==> src/logic/llpwc_pkg.sv <==
// Package: mode states, wake sources and filter timing for the mode controller
package llpwc_pkg;

    // Operating modes
    typedef enum logic [2:0] {
        LLPWC_STANDBY,
        LLPWC_NORMAL,
        LLPWC_STOP,
        LLPWC_SLEEP
    } llpwc_mode_t;

    // Wake source shown in standby
    typedef enum logic [1:0] {
        LLPWC_SRC_POWERUP,
        LLPWC_SRC_BUS,
        LLPWC_SRC_LOCAL,
        LLPWC_SRC_NONE
    } llpwc_src_t;

    localparam int unsigned CLK_MHZ = 250;
    localparam int unsigned TB_DIV = 250;
    localparam logic [7:0] TB_DIV_LAST = 8'(TB_DIV - 1);

    // Times in microseconds, filters counted in 1 us ticks
    localparam int unsigned MODE_FILT_MIN_US = 50;
    localparam int unsigned MODE_FILT_MAX_US = 150;
    localparam int unsigned WAKE_FILT_MIN_US = 30;
    localparam int unsigned WAKE_FILT_MAX_US = 150;
    localparam int unsigned BUS_FILT_US = 150;
    localparam int unsigned TICK_US = TB_DIV / CLK_MHZ;

    localparam int unsigned MODE_FILT_TICKS =
        (MODE_FILT_MIN_US + MODE_FILT_MAX_US) / 2 / TICK_US;
    localparam int unsigned WAKE_FILT_TICKS =
        (WAKE_FILT_MIN_US + WAKE_FILT_MAX_US) / 2 / TICK_US;
    localparam int unsigned BUS_FILT_TICKS = BUS_FILT_US / TICK_US;

    localparam int unsigned FILT_W = 8;
    localparam logic [FILT_W-1:0] MODE_FILT_CNT = FILT_W'(MODE_FILT_TICKS);
    localparam logic [FILT_W-1:0] WAKE_FILT_CNT = FILT_W'(WAKE_FILT_TICKS);
    localparam logic [FILT_W-1:0] BUS_FILT_CNT = FILT_W'(BUS_FILT_TICKS);

endpackage : llpwc_pkg

==> src/logic/llpwc_filt_if.sv <==
// Interface: filter tick plus qualified levels between the controller parts
interface llpwc_filt_if;
    logic tick;
    logic [3:0] level;
    logic [3:0] armed;
    logic [3:0] qual;

    modport ctrl (
        output tick,
        output level,
        output armed,
        input qual
    );

    modport filt (
        input tick,
        input level,
        input armed,
        output qual
    );
endinterface : llpwc_filt_if

==> src/logic/llpwc_filter_bank.sv <==
// Four level filters on a shared 1 us time base
module llpwc_filter_bank (
    // Clock and reset
    input wire logic sys_clk_i,
    input wire logic rst_i,
    // Filter channels
    llpwc_filt_if.filt f
);

    localparam logic [llpwc_pkg::FILT_W-1:0] LIMITS [4] = '{
        llpwc_pkg::MODE_FILT_CNT,
        llpwc_pkg::MODE_FILT_CNT,
        llpwc_pkg::WAKE_FILT_CNT,
        llpwc_pkg::BUS_FILT_CNT
    };

    ////////////////////////////////////////////////////////////////////////
    genvar g;
    generate
        for (g = 0; g < 4; g++)
        begin : g_ch
            logic [llpwc_pkg::FILT_W-1:0] cnt_reg;
            always_ff @(posedge sys_clk_i or posedge rst_i)
            begin
                if (rst_i)
                    cnt_reg <= '0;
                else if (!f.level[g] || !f.armed[g])
                    cnt_reg <= '0;
                else if (f.tick && cnt_reg != LIMITS[g])
                    cnt_reg <= cnt_reg + 1'b1;
            end
            // Qualified on the tick at which the count reaches the filter time
            assign f.qual[g] = f.level[g] && f.armed[g]
                && (cnt_reg == LIMITS[g]);
        end
    endgenerate

endmodule : llpwc_filter_bank

==> src/logic/llpwc_ctrl.sv <==
// Mode controller of a bus transceiver with integrated regulator
module llpwc_ctrl (
    // Clock and reset
    input wire logic sys_clk_i,
    input wire logic rst_i,
    // Host side pins
    input wire logic mode_sel_i,
    input wire logic mode_sel_pd_i,
    input wire logic txd_i,
    output logic txd_o,
    output logic txd_oe_o,
    output logic rxd_o,
    output logic rxd_oe_o,
    // Bus side: bus_i high is recessive
    input wire logic bus_i,
    input wire logic local_wake_input_i,
    output logic bus_drv_dom_o,
    output logic bus_term_en_o,
    output logic bus_rx_en_o,
    output logic bus_wake_det_en_o,
    // Supply and thermal
    input wire logic drv_hot_i,
    input wire logic reg_hot_i,
    output logic regulated_supply_output_en_o,
    // Status
    output logic [2:0] mode_o
);

    ////////////////////////////////////////////////////////////////////////
    // Two-flop synchronisers for all pins and sensors
    logic [6:0] s1_reg;
    logic [6:0] s2_reg;
    always_ff @(posedge sys_clk_i or posedge rst_i)
    begin
        if (rst_i)
        begin
            // Idle pin levels, so no false edge follows reset
            s1_reg <= 7'h1d;
            s2_reg <= 7'h1d;
        end
        else
        begin
            s1_reg <= {reg_hot_i, drv_hot_i, local_wake_input_i,
                bus_i, txd_i, mode_sel_i, !mode_sel_pd_i};
            s2_reg <= s1_reg;
        end
    end

    logic sel;
    assign sel = s2_reg[1] && s2_reg[0];
    logic tx;
    assign tx = s2_reg[2];
    logic bus;
    assign bus = s2_reg[3];
    logic wk;
    assign wk = s2_reg[4];
    logic drv_hot;
    assign drv_hot = s2_reg[5];
    logic reg_hot;
    assign reg_hot = s2_reg[6];

    ////////////////////////////////////////////////////////////////////////
    // 1 us time base
    logic [7:0] div_reg;
    logic tick_reg;
    always_ff @(posedge sys_clk_i or posedge rst_i)
    begin
        if (rst_i)
        begin
            div_reg <= 8'h00;
            tick_reg <= 1'b0;
        end
        else
        begin
            tick_reg <= (div_reg == llpwc_pkg::TB_DIV_LAST);
            if (div_reg == llpwc_pkg::TB_DIV_LAST)
                div_reg <= 8'h00;
            else
                div_reg <= div_reg + 8'h01;
        end
    end

    ////////////////////////////////////////////////////////////////////////
    llpwc_pkg::llpwc_mode_t mode_reg;
    llpwc_pkg::llpwc_src_t src_reg;
    logic bus_prev_reg;
    logic wk_prev_reg;
    logic bus_arm_reg;
    logic wk_arm_reg;
    logic bus_pend_reg;
    logic low_pwr;
    assign low_pwr = (mode_reg == llpwc_pkg::LLPWC_STOP)
        || (mode_reg == llpwc_pkg::LLPWC_SLEEP);

    llpwc_filt_if fi ();
    assign fi.tick = tick_reg;
    // Channels: 0 select high, 1 transmit level, 2 local wake low, 3 bus dom
    assign fi.level[0] = sel;
    assign fi.level[1] = tx;
    assign fi.level[2] = !wk;
    assign fi.level[3] = !bus;
    assign fi.armed[0] = low_pwr || (mode_reg == llpwc_pkg::LLPWC_STANDBY);
    // Stop only; normal exit times tx from select low
    assign fi.armed[1] = (mode_reg == llpwc_pkg::LLPWC_STOP);
    assign fi.armed[2] = wk_arm_reg;
    assign fi.armed[3] = bus_arm_reg;

    llpwc_filter_bank u_filt (
        .sys_clk_i(sys_clk_i),
        .rst_i(rst_i),
        .f(fi)
    );

    // Transmit-level filter in normal watches select low, then tx level
    logic tx_low_run_reg;
    logic [7:0] tx_cnt_reg;
    logic tx_level_hi;
    assign tx_level_hi = tx;

    always_ff @(posedge sys_clk_i or posedge rst_i)
    begin
        if (rst_i)
        begin
            bus_prev_reg <= 1'b1;
            wk_prev_reg <= 1'b1;
        end
        else
        begin
            bus_prev_reg <= bus;
            wk_prev_reg <= wk;
        end
    end

    always_ff @(posedge sys_clk_i or posedge rst_i)
    begin
        if (rst_i)
            bus_arm_reg <= 1'b0;
        else if (!low_pwr || bus)
            bus_arm_reg <= 1'b0;
        else if (bus_prev_reg && !bus)
            bus_arm_reg <= 1'b1;
    end

    always_ff @(posedge sys_clk_i or posedge rst_i)
    begin
        if (rst_i)
            wk_arm_reg <= 1'b0;
        else if (!low_pwr || wk)
            wk_arm_reg <= 1'b0;
        else if (wk_prev_reg && !wk)
            wk_arm_reg <= 1'b1;
    end

    always_ff @(posedge sys_clk_i or posedge rst_i)
    begin
        if (rst_i)
            bus_pend_reg <= 1'b0;
        else if (!low_pwr)
            bus_pend_reg <= 1'b0;
        else if (fi.qual[3])
            bus_pend_reg <= 1'b1;
    end

    // Normal-mode exit: select low latched, then tx level filtered
    logic sel_low_reg;
    always_ff @(posedge sys_clk_i or posedge rst_i)
    begin
        if (rst_i)
            sel_low_reg <= 1'b0;
        else if (mode_reg != llpwc_pkg::LLPWC_NORMAL || sel)
            sel_low_reg <= 1'b0;
        else
            sel_low_reg <= 1'b1;
    end

    // Tx level timing after select went low
    always_ff @(posedge sys_clk_i or posedge rst_i)
    begin
        if (rst_i)
        begin
            tx_low_run_reg <= 1'b0;
            tx_cnt_reg <= 8'h00;
        end
        else if (!sel_low_reg || tx_level_hi != tx_low_run_reg)
        begin
            tx_low_run_reg <= tx_level_hi;
            tx_cnt_reg <= 8'h00;
        end
        else if (tick_reg && tx_cnt_reg != llpwc_pkg::MODE_FILT_CNT)
            tx_cnt_reg <= tx_cnt_reg + 8'h01;
    end
    logic tx_done;
    assign tx_done = sel_low_reg && !sel
        && (tx_cnt_reg == llpwc_pkg::MODE_FILT_CNT)
        && (tx_low_run_reg == tx_level_hi);

    ////////////////////////////////////////////////////////////////////////
    // Mode sequencer; temperature inputs deliberately not read here
    // no thermal mode change
    always_ff @(posedge sys_clk_i or posedge rst_i)
    begin
        if (rst_i)
        begin
            mode_reg <= llpwc_pkg::LLPWC_STANDBY;
            src_reg <= llpwc_pkg::LLPWC_SRC_POWERUP;
        end
        else
        begin
            unique case (mode_reg)
                llpwc_pkg::LLPWC_STANDBY:
                begin
                    if (fi.qual[0])
                        mode_reg <= llpwc_pkg::LLPWC_NORMAL;
                end
                llpwc_pkg::LLPWC_NORMAL:
                begin
                    if (tx_done && !tx_low_run_reg)
                        mode_reg <= llpwc_pkg::LLPWC_STOP;
                    else if (tx_done && tx_low_run_reg)
                        mode_reg <= llpwc_pkg::LLPWC_SLEEP;
                end
                llpwc_pkg::LLPWC_STOP, llpwc_pkg::LLPWC_SLEEP:
                begin
                    if (fi.qual[0])
                    begin
                        mode_reg <= llpwc_pkg::LLPWC_NORMAL;
                        src_reg <= llpwc_pkg::LLPWC_SRC_NONE;
                    end
                    else if (bus_pend_reg && bus && !bus_prev_reg)
                    begin
                        mode_reg <= llpwc_pkg::LLPWC_STANDBY;
                        src_reg <= llpwc_pkg::LLPWC_SRC_BUS;
                    end
                    else if (fi.qual[2])
                    begin
                        mode_reg <= llpwc_pkg::LLPWC_STANDBY;
                        src_reg <= llpwc_pkg::LLPWC_SRC_LOCAL;
                    end
                    else if (mode_reg == llpwc_pkg::LLPWC_STOP
                        && fi.qual[1])
                        mode_reg <= llpwc_pkg::LLPWC_SLEEP;
                end
                default:
                    mode_reg <= llpwc_pkg::LLPWC_STANDBY;
            endcase
        end
    end

    ////////////////////////////////////////////////////////////////////////
    // Registered pin outputs
    always_ff @(posedge sys_clk_i or posedge rst_i)
    begin
        if (rst_i)
        begin
            txd_o <= 1'b0;
            txd_oe_o <= 1'b0;
            rxd_o <= 1'b1;
            rxd_oe_o <= 1'b0;
            bus_drv_dom_o <= 1'b0;
            bus_term_en_o <= 1'b0;
            bus_rx_en_o <= 1'b0;
            bus_wake_det_en_o <= 1'b0;
            regulated_supply_output_en_o <= 1'b0;
            mode_o <= 3'h0;
        end
        else
        begin
            mode_o <= mode_reg;
            bus_drv_dom_o <= (mode_reg == llpwc_pkg::LLPWC_NORMAL)
                && !tx && !drv_hot && !sel_low_reg;
            bus_rx_en_o <= (mode_reg == llpwc_pkg::LLPWC_NORMAL);
            bus_wake_det_en_o <= low_pwr;
            bus_term_en_o <= !low_pwr;
            regulated_supply_output_en_o <=
                (mode_reg != llpwc_pkg::LLPWC_SLEEP) && !reg_hot;
            rxd_oe_o <= (mode_reg == llpwc_pkg::LLPWC_NORMAL)
                || (mode_reg == llpwc_pkg::LLPWC_STANDBY);
            txd_oe_o <= (mode_reg == llpwc_pkg::LLPWC_STANDBY);
            if (mode_reg == llpwc_pkg::LLPWC_NORMAL)
            begin
                rxd_o <= bus;
                txd_o <= 1'b0;
            end
            else
            begin
                unique case (src_reg)
                    llpwc_pkg::LLPWC_SRC_BUS:
                    begin
                        rxd_o <= 1'b0;
                        txd_o <= 1'b1;
                    end
                    llpwc_pkg::LLPWC_SRC_LOCAL:
                    begin
                        rxd_o <= 1'b0;
                        txd_o <= 1'b0;
                    end
                    default:
                    begin
                        rxd_o <= 1'b1;
                        txd_o <= 1'b0;
                    end
                endcase
            end
        end
    end

endmodule : llpwc_ctrl

==> config.mk <==
export PLATFORM = sky130hd
export DESIGN_NAME = llpwc_ctrl
export DESIGN_NICKNAME = d
export VERILOG_FILES = /design/src/logic/llpwc_pkg.sv /design/src/logic/llpwc_filt_if.sv /design/src/logic/llpwc_filter_bank.sv /design/src/logic/llpwc_ctrl.sv
export SDC_FILE = /design/constraint.sdc
export NUM_CORES = 1
export LEC_CHECK = 0
export BUFFER_PORTS_ARGS = -buffer_cell sky130_fd_sc_hd__buf_2
export CAP_MARGIN = 25
export CORE_UTILIZATION = 40
export DETAILED_ROUTE_END_ITERATION = 10
export SYNTH_ARGS = -nofsm -noshare
export SYNTH_HDL_FRONTEND = slang
export SYNTH_SLANG_ARGS = --single-unit
==> constraint.sdc <==
create_clock -name sys_clk_i -period 2.4 [get_ports sys_clk_i]
set_input_delay 0.36 -clock sys_clk_i [delete_from_list [all_inputs] [get_ports sys_clk_i]]
set_output_delay 0.36 -clock sys_clk_i [all_outputs]
set_load 0.01 [all_outputs]
==> metrics.txt, run 1 <==
outcome=complete, but fails checks; violated checks=design-rule violations; die width=98.5 um; Post-CTS Setup Repair Bufs=0; most common cell after layout, fill and taps aside=dfrtp_1; cell family with most CP delay=simple AND/OR/NAND/NOR gates; most frequent cells in the layout=dfrtp_1 (74), nor2_1 (45), nand2_1 (23); Post-DP HPWL=4570 um; final hold violation count=0; GRT Overall Usage=0.153; Pwr Density=636 nW/um^2; RSZ-0062 raised after global routing=false; vias per cell=5.12; global-route met2 utilization=0.255; yosys warns=0; cells along the critical path=inv_2 > nand2_2 > inv_2 > or4_4 > nand2_1 > a2bb2oi_1; clk sinks=85; Core Area=8890 um^2; largest family of logic cells by synthesized area=simple AND/OR/NAND/NOR gates; vias in the first global route=2498; number of routed nets with antenna violations=0; Worst Clk Skew=7.02 ps; post-synthesis cell type count=49; Arrival @ worst endpoint=2050 ps; Placed Area=3960 um^2; endpoints failing setup=0; Peak Freq=565 MHz; cts bufs inserted=9; Crit path top cell by count=inv_2; Post-synth EDFFs=0; row count=34; via count=2463; clock root buffer=clkbuf_8; crit share post-route=0.737; clk slew on worst S/H paths=80 ps; Critical Path RT=2680 ps; Inserted Diodes=0; HP Class=in -> async; mux contribution to synthesized area=0.00269; PortBufs=19; Yosys reg bits=85; xor and xnor area share after synthesis=0.0752; clk buf depth=2; worst path buffer plus inverter count=2; largest net degree at the start of global routing=34; Largest register FFs=32; Layout Area Growth over Synthesis=12.5%; 1st-iter DRT viols=68; GRT overflow=0; Post-Synthesis Cells=346; die height=98.5 um; max cap viols=0; DRT Pass-1 Iters=7; met3 Usage GRT=0.0496; register area share after synthesis=0.574; Compound-Gate Fraction of Synth Area=0.0745; layout cells sized above 1=0.164; simple-gate share of the synthesized area=0.194; Mapped Area=3730 um^2; Max stage delay on crit path=550 ps; post-route cell area=4190 um^2; Final Critical Period=1770 ps; top_reg_cell synth=dfrtp_1; Initial Util=0.419; Async SR Flop Fraction=1.00; slew at the pin closest to its max-slew limit=637 ps; Remaining DRCs=1; post_cts resized=0; # fillers=833; Die ar.=9710 um^2; Clock Latency Late Sink=350 ps; Peak VDD IR=301 uV; initial antenna violation count=0; max_slew headroom=0.575; global-route wire length before repair=11500 um; CP Launch Type=register; P_leak=0.00177 uW; Fin Setup TNS=0 ps; CP endpoint kind=register; Syn Nets=368; TritonCTS clock tree=done; Final nets=390; Crit Path Max Fanout=11; synthesized area per cell=10.8 um^2; total routed wirelength=6580 um; gp weighted congestion=0.815; average wire per standard cell=13.7 um; Crit Path Class=reg -> reg; Ports=21; CP max stage cell=dfrtp_1; grt peak-use layer=met2; final-report max-slew violation count=0; H-tree levels=3; Synth Area in Adders=0.0436; met1 Use GR=0.188; cts hold-fix bufs=0
## synth_stat cells, types with 2 or more instances
cell type,n,area [um^2]
and4_1,3,26.3
ha_1,13,163
or3_1,6,37.5
or2_2,2,12.5
nor2_1,45,169
o2111ai_1,3,26.3
nand4b_1,5,43.8
a21oi_1,11,55.1
o21ai_0,9,45.0
xnor2_1,12,105
nor2b_1,2,12.5
buf_4,2,15.0
or4_1,2,15.0
inv_1,18,67.6
nand3_1,11,55.1
o211ai_1,7,52.6
o31ai_1,3,22.5
clkbuf_1,7,26.3
xor2_1,20,175
dfrtp_1,74,1850
buf_2,2,10.0
or3b_2,2,17.5
nor4_1,4,25.0
nand4_1,11,68.8
nand2_1,23,86.3
nand2b_1,3,18.8
o21ai_1,3,15.0
dfstp_2,11,289
nor3_1,7,35.0
inv_2,2,7.51
and3_1,5,31.3
## worst paths after layout
check / depth (start not counted) / slack, ps / to / from
setup / recovery: 6 / 630 / src_reg[1] / mode_reg[1]
min in group sys_clk_i: 1 / 100 / s1_reg[3] / bus_i
hold reg to reg: 0 / 350 / s2_reg[5] / s1_reg[5]
hold / removal: 2 / 90 / fi.tick / rst_i
setup reg to reg: 6 / 630 / src_reg[1] / mode_reg[1]
max in group asynchronous: 3 / 1680 / bus_prev_reg / rst_i
## logic make-up after synthesis
| logic type | count (synthesis) |
|---|---|
| multiplexers | 1 |
| AO/OA/AOI/OAI | 43 |
| XOR/XNOR | 32 |
| adder cells (fa/ha/maj) | 13 |
| buffers and inverters | 32 |
| AND/OR/NAND/NOR | 139 |
| other | 1 |
| flip-flops | 85 |
## per-layer routing
layer / part of all wire / wire length [um] / up-vias
met1: 0.46 / 3030 / 1206
met5: 0 / 0 / -
li1: - / - / 1224
met4: 0.012 / 81 / 0
met2: 0.50 / 3270 / 25
met3: 0.030 / 194 / 8
## per-stage QoR
step / power [uW] / util / hold WS, ps / setup slack (ps) / instances
floorplan: 1520 / - / 331 / 824 / 346
global placement: 1540 / 0.446 / 335 / 708 / 465
detailed placement: 1540 / 0.446 / 339 / 644 / 465
CTS: 2700 / 0.472 / 79.2 / 627 / 481
global route: 2780 / 0.472 / 67.1 / 519 / 481
finish: 2670 / 0.472 / 87.0 / 631 / 481
## power by group
part / switching (uW) / leakage, uW / internal [uW] / total (uW)
Sequential: 7.70 / 0.00110 / 1450 / 1460
Clock: 510 / 0.000116 / 645 / 1160
Combinational: 35.7 / 0.000556 / 15.0 / 50.7
## area by class of cell
type                       instances  area (um^2)  area share
sequential                        85         2140       0.510
clock buffer                      11          151      0.0361
inverter                          20         78.8      0.0188
clock inverter                     5         81.3      0.0194
timing repair buffer              23          150      0.0358
tap                              108          135      0.0322
multi-input combinational        229         1460       0.347
(Power assumes the default switching activity.)
==> run 2, diff against run 1 <==
- ABC_AREA: not set -> 1
- clock period: 2.4 -> 1.6 ns (I/O delays scaled with it)
==> run 2 against run 1 <==
Effect of this change:
- the flow now finishes without violations
- highest routed layer unchanged
- clock power is 35% higher
- first-iteration DRC count grew 82%
- worst hold slack gained 260 ps
- largest cell class unchanged
- critical endpoint is now u_filt.g_ch[3].cnt_reg[7]
- design area is 14% higher
- synthesized area up 9.4%
- critical path depth grew 3
- critical path type unchanged
- non-clock buffer count rose by 22
==> metrics.txt, run 2 <==
Syn Nets=480 (+30%); crit share post-route=0.952 (+0.214); endpoints failing setup=0 (unchanged); worst slack, placed=29.7 ps (-614 ps); r2r setup slk=80 ps (-550 ps); number of routed nets with antenna violations=0 (unchanged); cts bufs inserted=9 (unchanged); Inserted Diodes=0 (unchanged); cell count of the worst reg-to-reg path=9 (+3); Initial Util=0.415 (-0.00396); Peak Freq=657 MHz (+16%); Core Area=9820 um^2 (+10%); Die ar.=10600 um^2 (+9.2%); Remaining DRCs=0 (-1); top cell type by total area after synthesis=dfrtp_1; Crit Path Max Fanout=6 (-5); # fillers=951 (+14%); most common cell in the netlist=nand2_1; total routed wirelength=7590 um (+15%); Final nets=529 (+36%); Post-DP HPWL=5290 um (+16%); Mapped Area=4080 um^2 (+9.4%); Critical Path RT=1840 ps (-840 ps); DRT Pass-1 Iters=6 (-1); Ports=21 (unchanged); clk buf depth=2 (unchanged); H-tree levels=3 (unchanged); final setup margin=77.3 ps (-553 ps); row count=36 (+5.9%); Fin Setup TNS=0 ps (unchanged); Post-Synthesis Cells=458 (+32%); clock root buffer=clkbuf_8; average wire per standard cell=11.8 um (-14%); Hold Path End=s2_reg[2]; PortBufs=19 (unchanged); final-report max-slew violation count=0 (unchanged); Clock Latency Late Sink=350 ps (about the same); Placed Area=4350 um^2 (+9.7%); outcome=finished clean; Peak VDD IR=443 uV (+47%); Final Critical Period=1520 ps (-247 ps); Yosys reg bits=85 (unchanged); register area share after synthesis=0.525 (-0.0493); Worst Clk Skew=11.5 ps (+4.49 ps); post-route cell area=4760 um^2 (+14%); post-synth top area share=0.454 (-0.0427); most frequent cells in the layout=nand2_1 (85), dfrtp_1 (74), inv_1 (66); Reg2Reg Capture Point=u_filt.g_ch[3].cnt_reg[7]; TritonCTS clock tree=done; worst hold start=s1_reg[2]; gp weighted congestion=0.800 (-1.8%); die height=103 um (+4.5%); Layout Area Growth over Synthesis=16.8%; yosys warns=0 (unchanged); overall power=3890 uW (+46%); global-route wire length before repair=12800 um (+12%); hold path cells=0; CP Launch Type=register; final hold violation count=0 (unchanged); max cap viols=0 (unchanged); Synth area leaders=dfrtp_1 (45%), nand2_1 (8.1%), dfstp_2 (7.1%), inv_1 (6.6%), nand3_1 (5.2%); Largest register FFs=32 (unchanged); Async SR Flop Fraction=1.00 (unchanged); synthesized area per cell=8.90 um^2 (-17%); via count=3071 (+25%); register area=2140 um^2 (unchanged); Synth top cells by count=nand2_1 (88), dfrtp_1 (74), inv_1 (72); area of the multi-input gates=1620 um^2 (+12%); layout cells sized above 1=0.197 (+0.0337); HP Class=reg -> reg; vias per cell=4.76 (-7.0%); Post-synth EDFFs=0 (unchanged); Arrival @ worst endpoint=1770 ps (-280 ps); launching point of the worst reg2reg path=u_filt.g_ch[3].cnt_reg[0]; vias in the first global route=2909 (+16%); clk slew on worst S/H paths=90 ps (about the same); initial antenna violation count=0 (unchanged); clk sinks=85 (unchanged); GRT overflow=0 (unchanged); Pwr Density=817 nW/um^2 (+29%); most common cell after layout, fill and taps aside=nand2_1; RSZ-0062 raised after global routing=true; P_leak=0.00219 uW (+24%); Crit Path Class=reg -> reg; GRT Overall Usage=0.157 (+0.00448); largest net degree at the start of global routing=38 (+12%); CP endpoint kind=register; 1st-iter DRT viols=124 (+82%); top_reg_cell synth=dfrtp_1; post-synthesis cell type count=39 (-20%); die width=103 um (+4.5%)
run 2: cell count changes after synthesis, sizes merged, moves of 7 or more:
| cell | change |
|---|---|
| nand2 | +71 |
| inv | +54 |
| nand3 | +32 |
| o21ai | +16 |
| xor2 | -12 |
| xnor2 | -11 |
| a21oi | +10 |
| o211ai | -7 |
run 2: worst max-delay path, cell delays in order, from the launching register on:
cell,delay [ps]
dfrtp_1,410
inv_2,80
ha_1,140
nand2_1,40
nor2_1,80
nand4_1,160
nand2_2,200
nand2_4,90
a21oi_1,150
nor2_1,60
run 2: cells by family (layout without fill, tap and decap cells):
| family | Yosys count | after routing | synth area share |
|---|---|---|---|
| xor gates and xnor gates | 9 | 9 | 0.0193 |
| and+or+nand+nor | 210 | 211 | 0.246 |
| AOI/OAI and AO/OA | 58 | 58 | 0.0792 |
| buffers and inverters | 82 | 135 | 0.0899 |
| other | 1 | 1 | 0.000920 |
| DFF | 85 | 85 | 0.525 |
| adders and majority gates | 13 | 13 | 0.0399 |
run 2: final cells by class:
cell class | count | share of cell area
Sequential cell | 85 | 0.450
Tap cell | 133 | 0.0350
Inverter | 74 | 0.0597
Clock buffer | 11 | 0.0318
Multi-Input combinational cell | 292 | 0.341
Clock inverter | 5 | 0.0124
Timing Repair Buffer | 45 | 0.0704
run 2: worst max-delay path by stage:
stage                                   start                        end  slack, ps  cells after the start
floorplan           u_filt.g_ch[3].cnt_reg[0]  u_filt.g_ch[3].cnt_reg[4]        190                     10
finish              u_filt.g_ch[3].cnt_reg[0]  u_filt.g_ch[3].cnt_reg[7]         80                      9
global route        u_filt.g_ch[3].cnt_reg[0]  u_filt.g_ch[3].cnt_reg[4]        -50                      9
detailed placement  u_filt.g_ch[3].cnt_reg[0]  u_filt.g_ch[3].cnt_reg[7]         30                      9
CTS                 u_filt.g_ch[3].cnt_reg[0]  u_filt.g_ch[3].cnt_reg[7]          5                      9
global placement    u_filt.g_ch[1].cnt_reg[0]  u_filt.g_ch[1].cnt_reg[3]        100                     10
run 2: per-stage QoR:
step,instances,util,hold slack [ps]
2_1_floorplan,458,-,244
3_3_place_gp,611,0.443,261
3_5_place_dp,611,0.443,267
4_1_cts,635,0.472,350
5_1_grt,645,0.485,361
6_report,645,0.485,343
run 2: repair_timing:
item	CTS	global route
setup buffers	0	9
hold endpoints to repair	21	0
setup endpoints to repair	0	29
hold buffers	8	0
resized for setup	0	21
run 2: per-layer routing:
metal  global-route usage  wire [um]
met1                0.205       3730
met2                0.255       3540
met3               0.0346        237
met4               0.0639         78
met5                    0          0
run 2: power breakdown:
part / switching, uW / internal, uW
sequential: 14.6 / 2180
clock: 768 / 807
combinational: 73.9 / 44.4
